===== src/inc/ssprg_pkg.sv =====
package ssprg_pkg;
    // Byte addresses of the register words
    localparam logic [4:0] ADDR_RELOAD = 5'h00;
    localparam logic [4:0] ADDR_BUFFER = 5'h04;
    localparam logic [4:0] ADDR_CTL_ONE = 5'h08;
    localparam logic [4:0] ADDR_CTL_TWO = 5'h0C;
    localparam logic [4:0] ADDR_CTL_THREE = 5'h10;
    localparam logic [4:0] ADDR_MASK = 5'h14;
    localparam logic [4:0] ADDR_STATUS = 5'h18;
    localparam logic [4:0] ADDR_FLAGS = 5'h1C;

    localparam logic [7:0] RESET_BYTE = 8'h00;
    localparam logic [7:0] BYTE_ZERO = 8'h00;
    localparam logic [7:0] BYTE_ONE = 8'h01;
    localparam logic [23:0] PAD_ZERO = 24'h000000;

    // Clock and instruction cycle (oscillator / 4)
    localparam int CORE_CLK_HZ = 50_000_000;
    localparam int TICK_DIV = 4;
    localparam int INSTR_HZ = CORE_CLK_HZ / TICK_DIV;
    localparam logic [1:0] TICK_LAST = 2'(TICK_DIV - 1);
    localparam logic [1:0] TICK_ZERO = 2'h0;
    localparam logic [1:0] TICK_STEP = 2'h1;

    // Status field positions
    localparam int ST_PHASE = 7;
    localparam int ST_CKE = 6;
    localparam int ST_DA = 5;
    localparam int ST_STOP = 4;
    localparam int ST_START = 3;
    localparam int ST_RW = 2;
    localparam int ST_ADDR_UPD = 1;
    localparam int ST_FULL = 0;

    // Control one and two field positions
    localparam int C1_PORT_EN = 5;
    localparam int C1_MODE_HI = 3;
    localparam int C2_ACK_GO = 4;
    localparam int C2_RECV_GO = 3;
    localparam int C2_STOP_GO = 2;
    localparam int C2_RESTART_GO = 1;
    localparam int C2_START_GO = 0;
    localparam logic [7:0] C2_GO_MASK = 8'h1F;

    // Event flag word fields
    localparam int FL_EVENT = 0;
    localparam int FL_COLL = 1;

    // Mode select codes
    localparam logic [3:0] MODE_SPI_SLAVE_SS = 4'h4;
    localparam logic [3:0] MODE_SPI_SLAVE = 4'h5;
    localparam logic [3:0] MODE_I2C_SL7 = 4'h6;
    localparam logic [3:0] MODE_I2C_SL10 = 4'h7;
    localparam logic [3:0] MODE_I2C_MASTER = 4'h8;
    localparam logic [3:0] MODE_SPI_MASTER_RATE = 4'hA;
    localparam logic [3:0] MODE_I2C_FW = 4'hB;
    localparam logic [3:0] MODE_I2C_SL7_SP = 4'hE;
    localparam logic [3:0] MODE_I2C_SL10_SP = 4'hF;
    localparam logic [3:0] MODE_SPI_LAST_MASTER = 4'h3;

    typedef enum logic [2:0] {
        STOP_IDLE,
        STOP_SDA_LOW,
        STOP_SCL_REL,
        STOP_HOLD,
        STOP_SDA_REL,
        STOP_TAIL
    } ssprg_stop_t;

    function automatic logic ssprg_is_i2c(input logic [3:0] m);
        ssprg_is_i2c = (m == MODE_I2C_SL7) || (m == MODE_I2C_SL10) || (m == MODE_I2C_MASTER) ||
            (m == MODE_I2C_FW) || (m == MODE_I2C_SL7_SP) || (m == MODE_I2C_SL10_SP);
    endfunction

    function automatic logic ssprg_is_spi_master(input logic [3:0] m);
        ssprg_is_spi_master = (m <= MODE_SPI_LAST_MASTER) || (m == MODE_SPI_MASTER_RATE);
    endfunction

    function automatic logic ssprg_is_spi(input logic [3:0] m);
        ssprg_is_spi = ssprg_is_spi_master(m) || (m == MODE_SPI_SLAVE_SS) || (m == MODE_SPI_SLAVE);
    endfunction

    function automatic logic ssprg_is_i2c_slave(input logic [3:0] m);
        ssprg_is_i2c_slave = ssprg_is_i2c(m) && (m != MODE_I2C_MASTER) && (m != MODE_I2C_FW);
    endfunction
endpackage


===== src/rtl/ssprg_top.sv =====
// Our own choices: the Avalon-MM register port and the address map.
`timescale 1ns/10ps
// Contract
// Stop: after SDA released and counter expires, SDA low means collision.
// Stop: SCL low after its release, before SDA rises, means collision.
// Stop drives SDA low, releases SCL, waits SCL high, counts, then samples.
// Counter reloads from reload register; buffer write in master mode starts it.
// Counter stops when operation completes; clock output holds its level.
// Counter reloads twice per serial clock period.
// Serial clock equals oscillator over four times (reload plus one); the code gives oscillator over eight times (reload plus one).
// Software never uses reload values 0, 1 or 2 for I2C.
// Bit 7 in SPI master picks end or mid sampling; slave keeps it clear.
// Bit 7 in I2C disables slew control when set.
// Bit 6 in SPI launches data on active-to-idle edge when set.
// Bit 6 in I2C selects SMBus input thresholds when set.
// Bit 5 shows data (1) or address (0) for last byte.
// Bit 4 shows Stop seen last; cleared by reset or disable.
// Bit 3 shows Start seen last; cleared by reset or disable.
// Bit 2 in slave mode holds last matched address direction.
// Bit 2 in master mode shows transmit in progress; idle output combines it.
// Bit 1 shows the address needs updating in 10-bit mode.
// Bit 0 on receive is set when a byte completes, clear when empty.
// Bit 0 on I2C transmit is set during transmit, clear when done.
// Any collision sets the collision flag and idles the port.
// Collision releases both lines and clears sequence enable bits.
// One counter period after Stop, clear Stop enable and set event flag.
// Counter decrements once per instruction cycle and expires at zero.
// Only status bits 7 and 6 take software writes.
module ssprg_top
    import ssprg_pkg::*;
(
    input wire logic core_clk_i,
    input wire logic rst_n_i,
    input wire logic [4:0] avs_address_i,
    input wire logic avs_read_i,
    input wire logic avs_write_i,
    input wire logic [31:0] avs_writedata_i,
    input wire logic [3:0] avs_byteenable_i,
    output logic [31:0] avs_readdata_o,
    output logic avs_waitrequest_o,
    input wire logic scl_i,
    output logic scl_o,
    output logic scl_oe_o,
    input wire logic sda_i,
    output logic sda_o,
    output logic sda_oe_o,
    input wire logic rx_done_i,
    input wire logic [7:0] rx_byte_i,
    input wire logic tx_done_i,
    input wire logic data_byte_i,
    input wire logic rw_dir_i,
    input wire logic addr_update_i,
    input wire logic start_det_i,
    input wire logic stop_det_i,
    input wire logic bus_collision_i,
    input wire logic [4:0] seq_clear_i,
    output logic [7:0] tx_byte_o,
    output logic tx_load_o,
    output logic rate_expire_o,
    output logic rate_clk_o,
    output logic port_enable_o,
    output logic [3:0] mode_o,
    output logic [4:0] seq_go_o,
    output logic [7:0] control_three_o,
    output logic [7:0] address_mask_o,
    output logic port_idle_o,
    output logic sample_at_end_o,
    output logic launch_on_idle_o,
    output logic slew_ctrl_off_o,
    output logic smbus_levels_o,
    output logic collision_flag_o,
    output logic serial_event_flag_o
);
    logic done_reg;
    logic [31:0] rdata_reg;
    logic [7:0] reload_reg;
    logic [7:0] buf_reg;
    logic [7:0] ctl1_reg;
    logic [7:0] ctl2_reg;
    logic [7:0] ctl3_reg;
    logic [7:0] mask_reg;
    logic phase_reg;
    logic cke_reg;
    logic start_seen_reg;
    logic stop_seen_reg;
    logic full_reg;
    logic xfer_busy_reg;
    logic event_flag_reg;
    logic coll_flag_reg;
    logic [1:0] tick_cnt_reg;
    logic [7:0] rate_cnt_reg;
    logic rate_clk_reg;
    logic scl_oe_reg;
    logic sda_oe_reg;
    ssprg_stop_t state_reg;
    ssprg_stop_t state_next;

    // Bus decode: one wait state on every access
    wire bus_req = avs_read_i | avs_write_i;
    wire acc_wr = avs_write_i & done_reg & avs_byteenable_i[0];
    wire acc_rd = avs_read_i & done_reg;
    wire wr_reload = acc_wr && (avs_address_i == ADDR_RELOAD);
    wire wr_buf = acc_wr && (avs_address_i == ADDR_BUFFER);
    wire wr_ctl1 = acc_wr && (avs_address_i == ADDR_CTL_ONE);
    wire wr_ctl2 = acc_wr && (avs_address_i == ADDR_CTL_TWO);
    wire wr_ctl3 = acc_wr && (avs_address_i == ADDR_CTL_THREE);
    wire wr_mask = acc_wr && (avs_address_i == ADDR_MASK);
    wire wr_stat = acc_wr && (avs_address_i == ADDR_STATUS);
    wire wr_flags = acc_wr && (avs_address_i == ADDR_FLAGS);
    wire rd_buf = acc_rd && (avs_address_i == ADDR_BUFFER);
    wire [7:0] wbyte = avs_writedata_i[7:0];

    // Mode decode
    wire [3:0] mode = ctl1_reg[C1_MODE_HI:0];
    wire port_en = ctl1_reg[C1_PORT_EN];
    wire is_i2c = ssprg_is_i2c(mode);
    wire is_spi = ssprg_is_spi(mode);
    wire is_i2c_master = (mode == MODE_I2C_MASTER);
    wire rate_master = is_i2c_master || (mode == MODE_SPI_MASTER_RATE);

    // Instruction cycle enable and rate counter
    wire tick = (tick_cnt_reg == TICK_LAST);
    wire stop_counting = (state_reg == STOP_HOLD) || (state_reg == STOP_SDA_REL) ||
        (state_reg == STOP_TAIL);
    wire free_run = xfer_busy_reg & rate_master & port_en;
    wire rate_run = stop_counting | free_run;
    wire rate_zero = (rate_cnt_reg == BYTE_ZERO);
    wire rate_expire = tick & rate_run & rate_zero;
    wire xfer_start = wr_buf & rate_master & port_en;
    wire stop_load = ((state_reg == STOP_SCL_REL) && scl_i) ||
        (rate_expire && ((state_reg == STOP_HOLD) || ((state_reg == STOP_SDA_REL) && sda_i)));
    wire rate_load = xfer_start | stop_load | (rate_expire & free_run & ~stop_counting);

    // Stop sequence collision and completion
    wire coll_hold = (state_reg == STOP_HOLD) && !scl_i;
    wire coll_rel = (state_reg == STOP_SDA_REL) && !sda_i &&
        (!scl_i || rate_expire);
    wire stop_coll = coll_hold | coll_rel;
    wire any_coll = stop_coll | (bus_collision_i & port_en);
    wire stop_ok = (state_reg == STOP_SDA_REL) && rate_expire && sda_i;
    wire stop_done = (state_reg == STOP_TAIL) && rate_expire;
    wire stop_begin = (state_reg == STOP_IDLE) && ctl2_reg[C2_STOP_GO] && is_i2c_master && port_en;

    // Status byte
    wire rw_bit = is_i2c_master ? xfer_busy_reg :
        (ssprg_is_i2c_slave(mode) & rw_dir_i);
    wire [7:0] status_byte = {phase_reg, cke_reg, data_byte_i & is_i2c, stop_seen_reg,
        start_seen_reg, rw_bit, addr_update_i & is_i2c, full_reg};
    wire [7:0] flags_byte = {6'h00, coll_flag_reg, event_flag_reg};

    wire [7:0] rd_mux = (avs_address_i == ADDR_RELOAD) ? reload_reg :
        (avs_address_i == ADDR_BUFFER) ? buf_reg :
        (avs_address_i == ADDR_CTL_ONE) ? ctl1_reg :
        (avs_address_i == ADDR_CTL_TWO) ? ctl2_reg :
        (avs_address_i == ADDR_CTL_THREE) ? ctl3_reg :
        (avs_address_i == ADDR_MASK) ? mask_reg :
        (avs_address_i == ADDR_STATUS) ? status_byte :
        (avs_address_i == ADDR_FLAGS) ? flags_byte : BYTE_ZERO;

    // Next values of the sticky and shared state
    wire [7:0] ctl2_hw = ctl2_reg & ~({3'h0, seq_clear_i} |
        (any_coll ? C2_GO_MASK : BYTE_ZERO) |
        (stop_done ? (BYTE_ONE << C2_STOP_GO) : BYTE_ZERO));
    // Software may re-arm a bit in the cycle hardware drops it
    wire [7:0] ctl2_next = wr_ctl2 ? wbyte : ctl2_hw;
    // Set beats clear for every hardware-set flag except start seen, which a Stop clears; disable clears both seen bits
    wire full_next = (wr_buf & port_en) | rx_done_i |
        (full_reg & ~(tx_done_i | rd_buf | any_coll | ~port_en));
    wire busy_next = xfer_start | (xfer_busy_reg & ~(tx_done_i | any_coll | ~port_en));
    wire event_next = stop_done | (event_flag_reg & ~(wr_flags & wbyte[FL_EVENT]));
    wire coll_next = any_coll | (coll_flag_reg & ~(wr_flags & wbyte[FL_COLL]));
    wire stop_set = stop_det_i | stop_ok;
    wire stop_seen_next = port_en & (stop_set | (stop_seen_reg & ~start_det_i));
    wire start_seen_next = port_en & ~stop_set & (start_det_i | start_seen_reg);

    always_comb begin
        state_next = state_reg;
        case (state_reg)
            STOP_IDLE: begin
                if (stop_begin) begin
                    state_next = STOP_SDA_LOW;
                end
            end
            STOP_SDA_LOW: begin
                if (!sda_i && !sda_oe_reg) begin
                    state_next = STOP_SDA_LOW;
                end else if (!sda_i) begin
                    state_next = STOP_SCL_REL;
                end
            end
            STOP_SCL_REL: begin
                if (scl_i) begin
                    state_next = STOP_HOLD;
                end
            end
            STOP_HOLD: begin
                if (rate_expire) begin
                    state_next = STOP_SDA_REL;
                end
            end
            STOP_SDA_REL: begin
                if (stop_ok) begin
                    state_next = STOP_TAIL;
                end
            end
            STOP_TAIL: begin
                if (rate_expire) begin
                    state_next = STOP_IDLE;
                end
            end
            default: begin
                state_next = STOP_IDLE;
            end
        endcase
        if (any_coll || !port_en) begin
            state_next = STOP_IDLE;
        end
    end

    wire sda_drive_next = (state_next == STOP_SDA_LOW) || (state_next == STOP_SCL_REL) ||
        (state_next == STOP_HOLD);
    wire scl_drive_next = (state_next == STOP_SDA_LOW);

    always_ff @(posedge core_clk_i) begin
        if (!rst_n_i) begin
            done_reg <= 1'b0;
            rdata_reg <= 32'h00000000;
        end else begin
            done_reg <= bus_req & ~done_reg;
            if (bus_req && !done_reg) begin
                rdata_reg <= {PAD_ZERO, rd_mux};
            end
        end
    end

    always_ff @(posedge core_clk_i) begin
        if (!rst_n_i) begin
            reload_reg <= RESET_BYTE;
            ctl1_reg <= RESET_BYTE;
            ctl3_reg <= RESET_BYTE;
            mask_reg <= RESET_BYTE;
            phase_reg <= 1'b0;
            cke_reg <= 1'b0;
        end else begin
            if (wr_reload) reload_reg <= wbyte;
            if (wr_ctl1) ctl1_reg <= wbyte;
            if (wr_ctl3) ctl3_reg <= wbyte;
            if (wr_mask) mask_reg <= wbyte;
            if (wr_stat) begin
                phase_reg <= wbyte[ST_PHASE];
                cke_reg <= wbyte[ST_CKE];
            end
        end
    end

    always_ff @(posedge core_clk_i) begin
        if (!rst_n_i) begin
            buf_reg <= RESET_BYTE;
            ctl2_reg <= RESET_BYTE;
            full_reg <= 1'b0;
            xfer_busy_reg <= 1'b0;
            event_flag_reg <= 1'b0;
            coll_flag_reg <= 1'b0;
            stop_seen_reg <= 1'b0;
            start_seen_reg <= 1'b0;
        end else begin
            if (rx_done_i) begin
                buf_reg <= rx_byte_i;
            end else if (wr_buf) begin
                buf_reg <= wbyte;
            end
            ctl2_reg <= ctl2_next;
            full_reg <= full_next;
            xfer_busy_reg <= busy_next;
            event_flag_reg <= event_next;
            coll_flag_reg <= coll_next;
            stop_seen_reg <= stop_seen_next;
            start_seen_reg <= start_seen_next;
        end
    end

    always_ff @(posedge core_clk_i) begin
        if (!rst_n_i) begin
            tick_cnt_reg <= TICK_ZERO;
            rate_cnt_reg <= RESET_BYTE;
            rate_clk_reg <= 1'b0;
        end else begin
            tick_cnt_reg <= tick ? TICK_ZERO : tick_cnt_reg + TICK_STEP;
            if (rate_load) begin
                rate_cnt_reg <= reload_reg;
            end else if (tick && rate_run && !rate_zero) begin
                rate_cnt_reg <= rate_cnt_reg - BYTE_ONE;
            end
            if (rate_expire && free_run && !stop_counting) begin
                rate_clk_reg <= ~rate_clk_reg;
            end
        end
    end

    always_ff @(posedge core_clk_i) begin
        if (!rst_n_i) begin
            state_reg <= STOP_IDLE;
            sda_oe_reg <= 1'b0;
            scl_oe_reg <= 1'b0;
        end else begin
            state_reg <= state_next;
            sda_oe_reg <= sda_drive_next;
            scl_oe_reg <= scl_drive_next;
        end
    end

    assign avs_waitrequest_o = bus_req & ~done_reg;
    assign avs_readdata_o = rdata_reg;
    assign scl_o = 1'b0;
    assign sda_o = 1'b0;
    assign scl_oe_o = scl_oe_reg;
    assign sda_oe_o = sda_oe_reg;
    assign tx_byte_o = buf_reg;
    assign tx_load_o = wr_buf & port_en;
    assign rate_expire_o = rate_expire;
    assign rate_clk_o = rate_clk_reg;
    assign port_enable_o = port_en;
    assign mode_o = mode;
    assign seq_go_o = ctl2_reg[C2_ACK_GO:C2_START_GO];
    assign control_three_o = ctl3_reg;
    assign address_mask_o = mask_reg;
    assign port_idle_o = ~(xfer_busy_reg | (|ctl2_reg[C2_ACK_GO:C2_START_GO]));
    assign sample_at_end_o = phase_reg & ssprg_is_spi_master(mode);
    assign launch_on_idle_o = cke_reg & is_spi;
    assign slew_ctrl_off_o = phase_reg & is_i2c;
    assign smbus_levels_o = cke_reg & is_i2c;
    assign collision_flag_o = coll_flag_reg;
    assign serial_event_flag_o = event_flag_reg;
endmodule


===== config.mk =====
export PLATFORM = sky130hd
export DESIGN_NAME = ssprg_top
export DESIGN_NICKNAME = d
export VERILOG_FILES = /design/src/inc/ssprg_pkg.sv /design/src/rtl/ssprg_top.sv
export SDC_FILE = /design/constraint.sdc
export NUM_CORES = 1
export LEC_CHECK = 0
export BUFFER_PORTS_ARGS = -buffer_cell sky130_fd_sc_hd__buf_4
export CAP_MARGIN = 10
export CORE_ASPECT_RATIO = 1.75
export CORE_MARGIN = 4
export CORE_UTILIZATION = 55
export CTS_CLUSTER_DIAMETER = 40
export DETAILED_ROUTE_END_ITERATION = 8
export HOLD_SLACK_MARGIN = 0.02
export PLACE_DENSITY = 0.86
export SLEW_MARGIN = 25
export SYNTH_ARGS = -nofsm -noshare
export SYNTH_HDL_FRONTEND = slang
export SYNTH_SLANG_ARGS = --single-unit

===== constraint.sdc =====
create_clock -name core_clk_i -period 3.75 [get_ports core_clk_i]
set_clock_uncertainty 0.05 [all_clocks]
set_input_delay 0.375 -clock core_clk_i [delete_from_list [all_inputs] [get_ports core_clk_i]]
set_output_delay 0.375 -clock core_clk_i [all_outputs]
set_load 0.005 [all_outputs]

==> out/qor.csv <==
metric;value;unit
status;finished clean;
antenna_found_initial;0;
cts_tree;built;
cts_buffers;9;
synth.area.top_cells;dfxtp_1 (36%), mux2i_1 (7.8%), buf_4 (5.5%);
post-route-util;0.673;
fmax;0.404;GHz
path_class;register to primary output;
die_h;128;um
cp-end-kind;primary output;
reg2reg_slack;1.60;ns
arrival;2.05;ns
drv_cap;0;
yosysSeqAreaShare;0.360;
routed-via-count;4167;
drive_gt1_frac;0.250;
comb_power_share;0.091;
gr-usage-met3;0.0485;
clkPwrFrac;0.466;
synth-seq-cells;81;
syn_area;0.00450;mm^2
die_area;0.00976;mm^2
pwr-share-seq;0.443;
viasPerCell;6.17;
yosys_warnings;0;
max-clock-path-buffers;2;
gp_congestion;0.935;
h-tree-depth;3;
p_per_area;374;mW/mm^2
clk_pin_slew_worst_paths;0.06;ns
async_flop_share;0;
cts.sinks;81;
routedWlPerCell;20.1;um
grt_pass1_vias;4196;
nets;652;
setup_violations;0;
netSwitchingFraction;0.228;
synthCells;507;
dp_slack;1.24;ns
overflow;0;
fin_total_pwr;2.00;mW
grtUsageMet2;0.494;
clock-root-buffer;clkbuf_16;
wirelength;13.6;mm
n_antenna_cell;0;
hold_path_class;primary input to register;
place_inst;660;
p_int;1.55;mW
synth.distinct_cells;86;
design_area;0.00536;mm^2
fp.dieW;76.4;um
whs_path_depth;2;
ant_nets;0;
start_util;0.566;
netlist.area_leader.share;0.360;
slew_viol_final;0;
tightest_slew;0.873;ns
avgSynthCellArea;8.88;um^2
cp-start-kind;register;
cts-resized-gates;0;
worst-r2r-cell-count;5;
grtUsageTotal;0.281;
ioPinCount;149;
core-area;0.00796;mm^2
worst_slack;1.28;ns
grt.busiest_layer;met2;
grt_start_max_net_pins;62;
rsz0062_at_grt;false;
max-slew-margin-rel;0.417;
period_needed;2.47;ns
ir_drop;309;uV
hold_viol_final;0;
p_leak;2.17;nW
netlist.top_cell.by_area;dfxtp_1;
layoutNonFillerInstCount;675;
period_share;0.660;
grtUsageMet1;0.299;
netSwitchingPower;0.457;mW
placed_cell_area;0.00504;mm^2
row_count;43;
ys.flop_type;dfxtp_1;
postCtsSetupRepairBufs;0;
ctsHoldBuffers;0;
hpwl;10.1;mm
crit_path_max_fanout;15;
clk_latency;0.34;ns
dr.pass1.iters;5;
drt_iter0_drc;326;
cp.required;3.32;ns
fin_hold_ws;0.239;ns
synth_edf_count;0;
port_buffers;95;
area_growth;18.9;%
drc_errors;0;
grt_pass1_wl;21.6;mm
setup_tns;0;ns
cell families (layout without fill, tap and decap cells):
family	count (synthesis)	in the layout	synth area share
other	1	26	0.000833
AND/OR/NAND/NOR	175	175	0.221
flip-flops	81	81	0.360
multiplexers	38	38	0.0903
AO/OA/AOI/OAI	129	129	0.207
XOR/XNOR	7	7	0.0136
buffers and inverters	73	126	0.0986
adder cells (fa/ha/maj)	3	3	0.00833
cell usage in the layout (no fill, tap or decap), types with 8 or more instances in the layout:
| master | n |
|---|---|
| dfxtp_1 | 81 |
| nand2_1 | 43 |
| buf_4 | 96 |
| nor2_1 | 42 |
| and3_1 | 8 |
| mux2i_1 | 35 |
| a21oi_1 | 38 |
| inv_1 | 14 |
| clkbuf_16 | 9 |
| nand3_1 | 15 |
| o21ai_0 | 26 |
| nor3_1 | 13 |
| conb_1 | 26 |
final timing paths:
| check | startpoint | to |
|---|---|---|
| setup / recovery | done_reg | tx_load_o |
| hold / removal | rx_done_i | full_reg |
| setup reg to reg | state_reg[2] | rate_cnt_reg[1] |
| hold reg to reg | tick_cnt_reg[0] | tick_cnt_reg[0] |
synthesized netlist by cell type (11+ instances only):
cell and number:
dfxtp_1 81, o21ai_0 26, nand2_1 43, buf_2 11
a21oi_1 38, nor2_1 42, nor3_1 13, buf_4 33
nand3_1 15, mux2i_1 35, inv_1 14
worst max-delay path, stage by stage (launching register included):
cell and delay [ns]:
dfxtp_1 0.35, nand3_1 0.53, nor2_4 0.49, and2_2 0.22
buf_4 0.11
power by group through the flow:
stage	Combinational, mW	Sequential [mW]	Clock (mW)
2_1_floorplan	0.111	0.903	0
3_3_place_gp	0.174	0.906	0
3_5_place_dp	0.178	0.907	0
4_1_cts	0.179	0.888	0.940
5_1_grt	0.196	0.889	0.974
6_report	0.182	0.888	0.933
layer usage:
metal	part of all wire	wire, um
met4	0.067	917
met5	0	0
met2	0.52	7040
met1	0.35	4800
met3	0.062	844
area by class of cell:
class | instances | area (um^2)
Fill cell | 655 | 2610
Inverter | 15 | 57.6
Clock inverter | 3 | 65.1
Sequential cell | 81 | 1620
Clock buffer | 12 | 246
Multi-Input combinational cell | 378 | 2530
Tap cell | 90 | 113
Timing Repair Buffer | 96 | 721
Power figures use the tool's default switching activity.
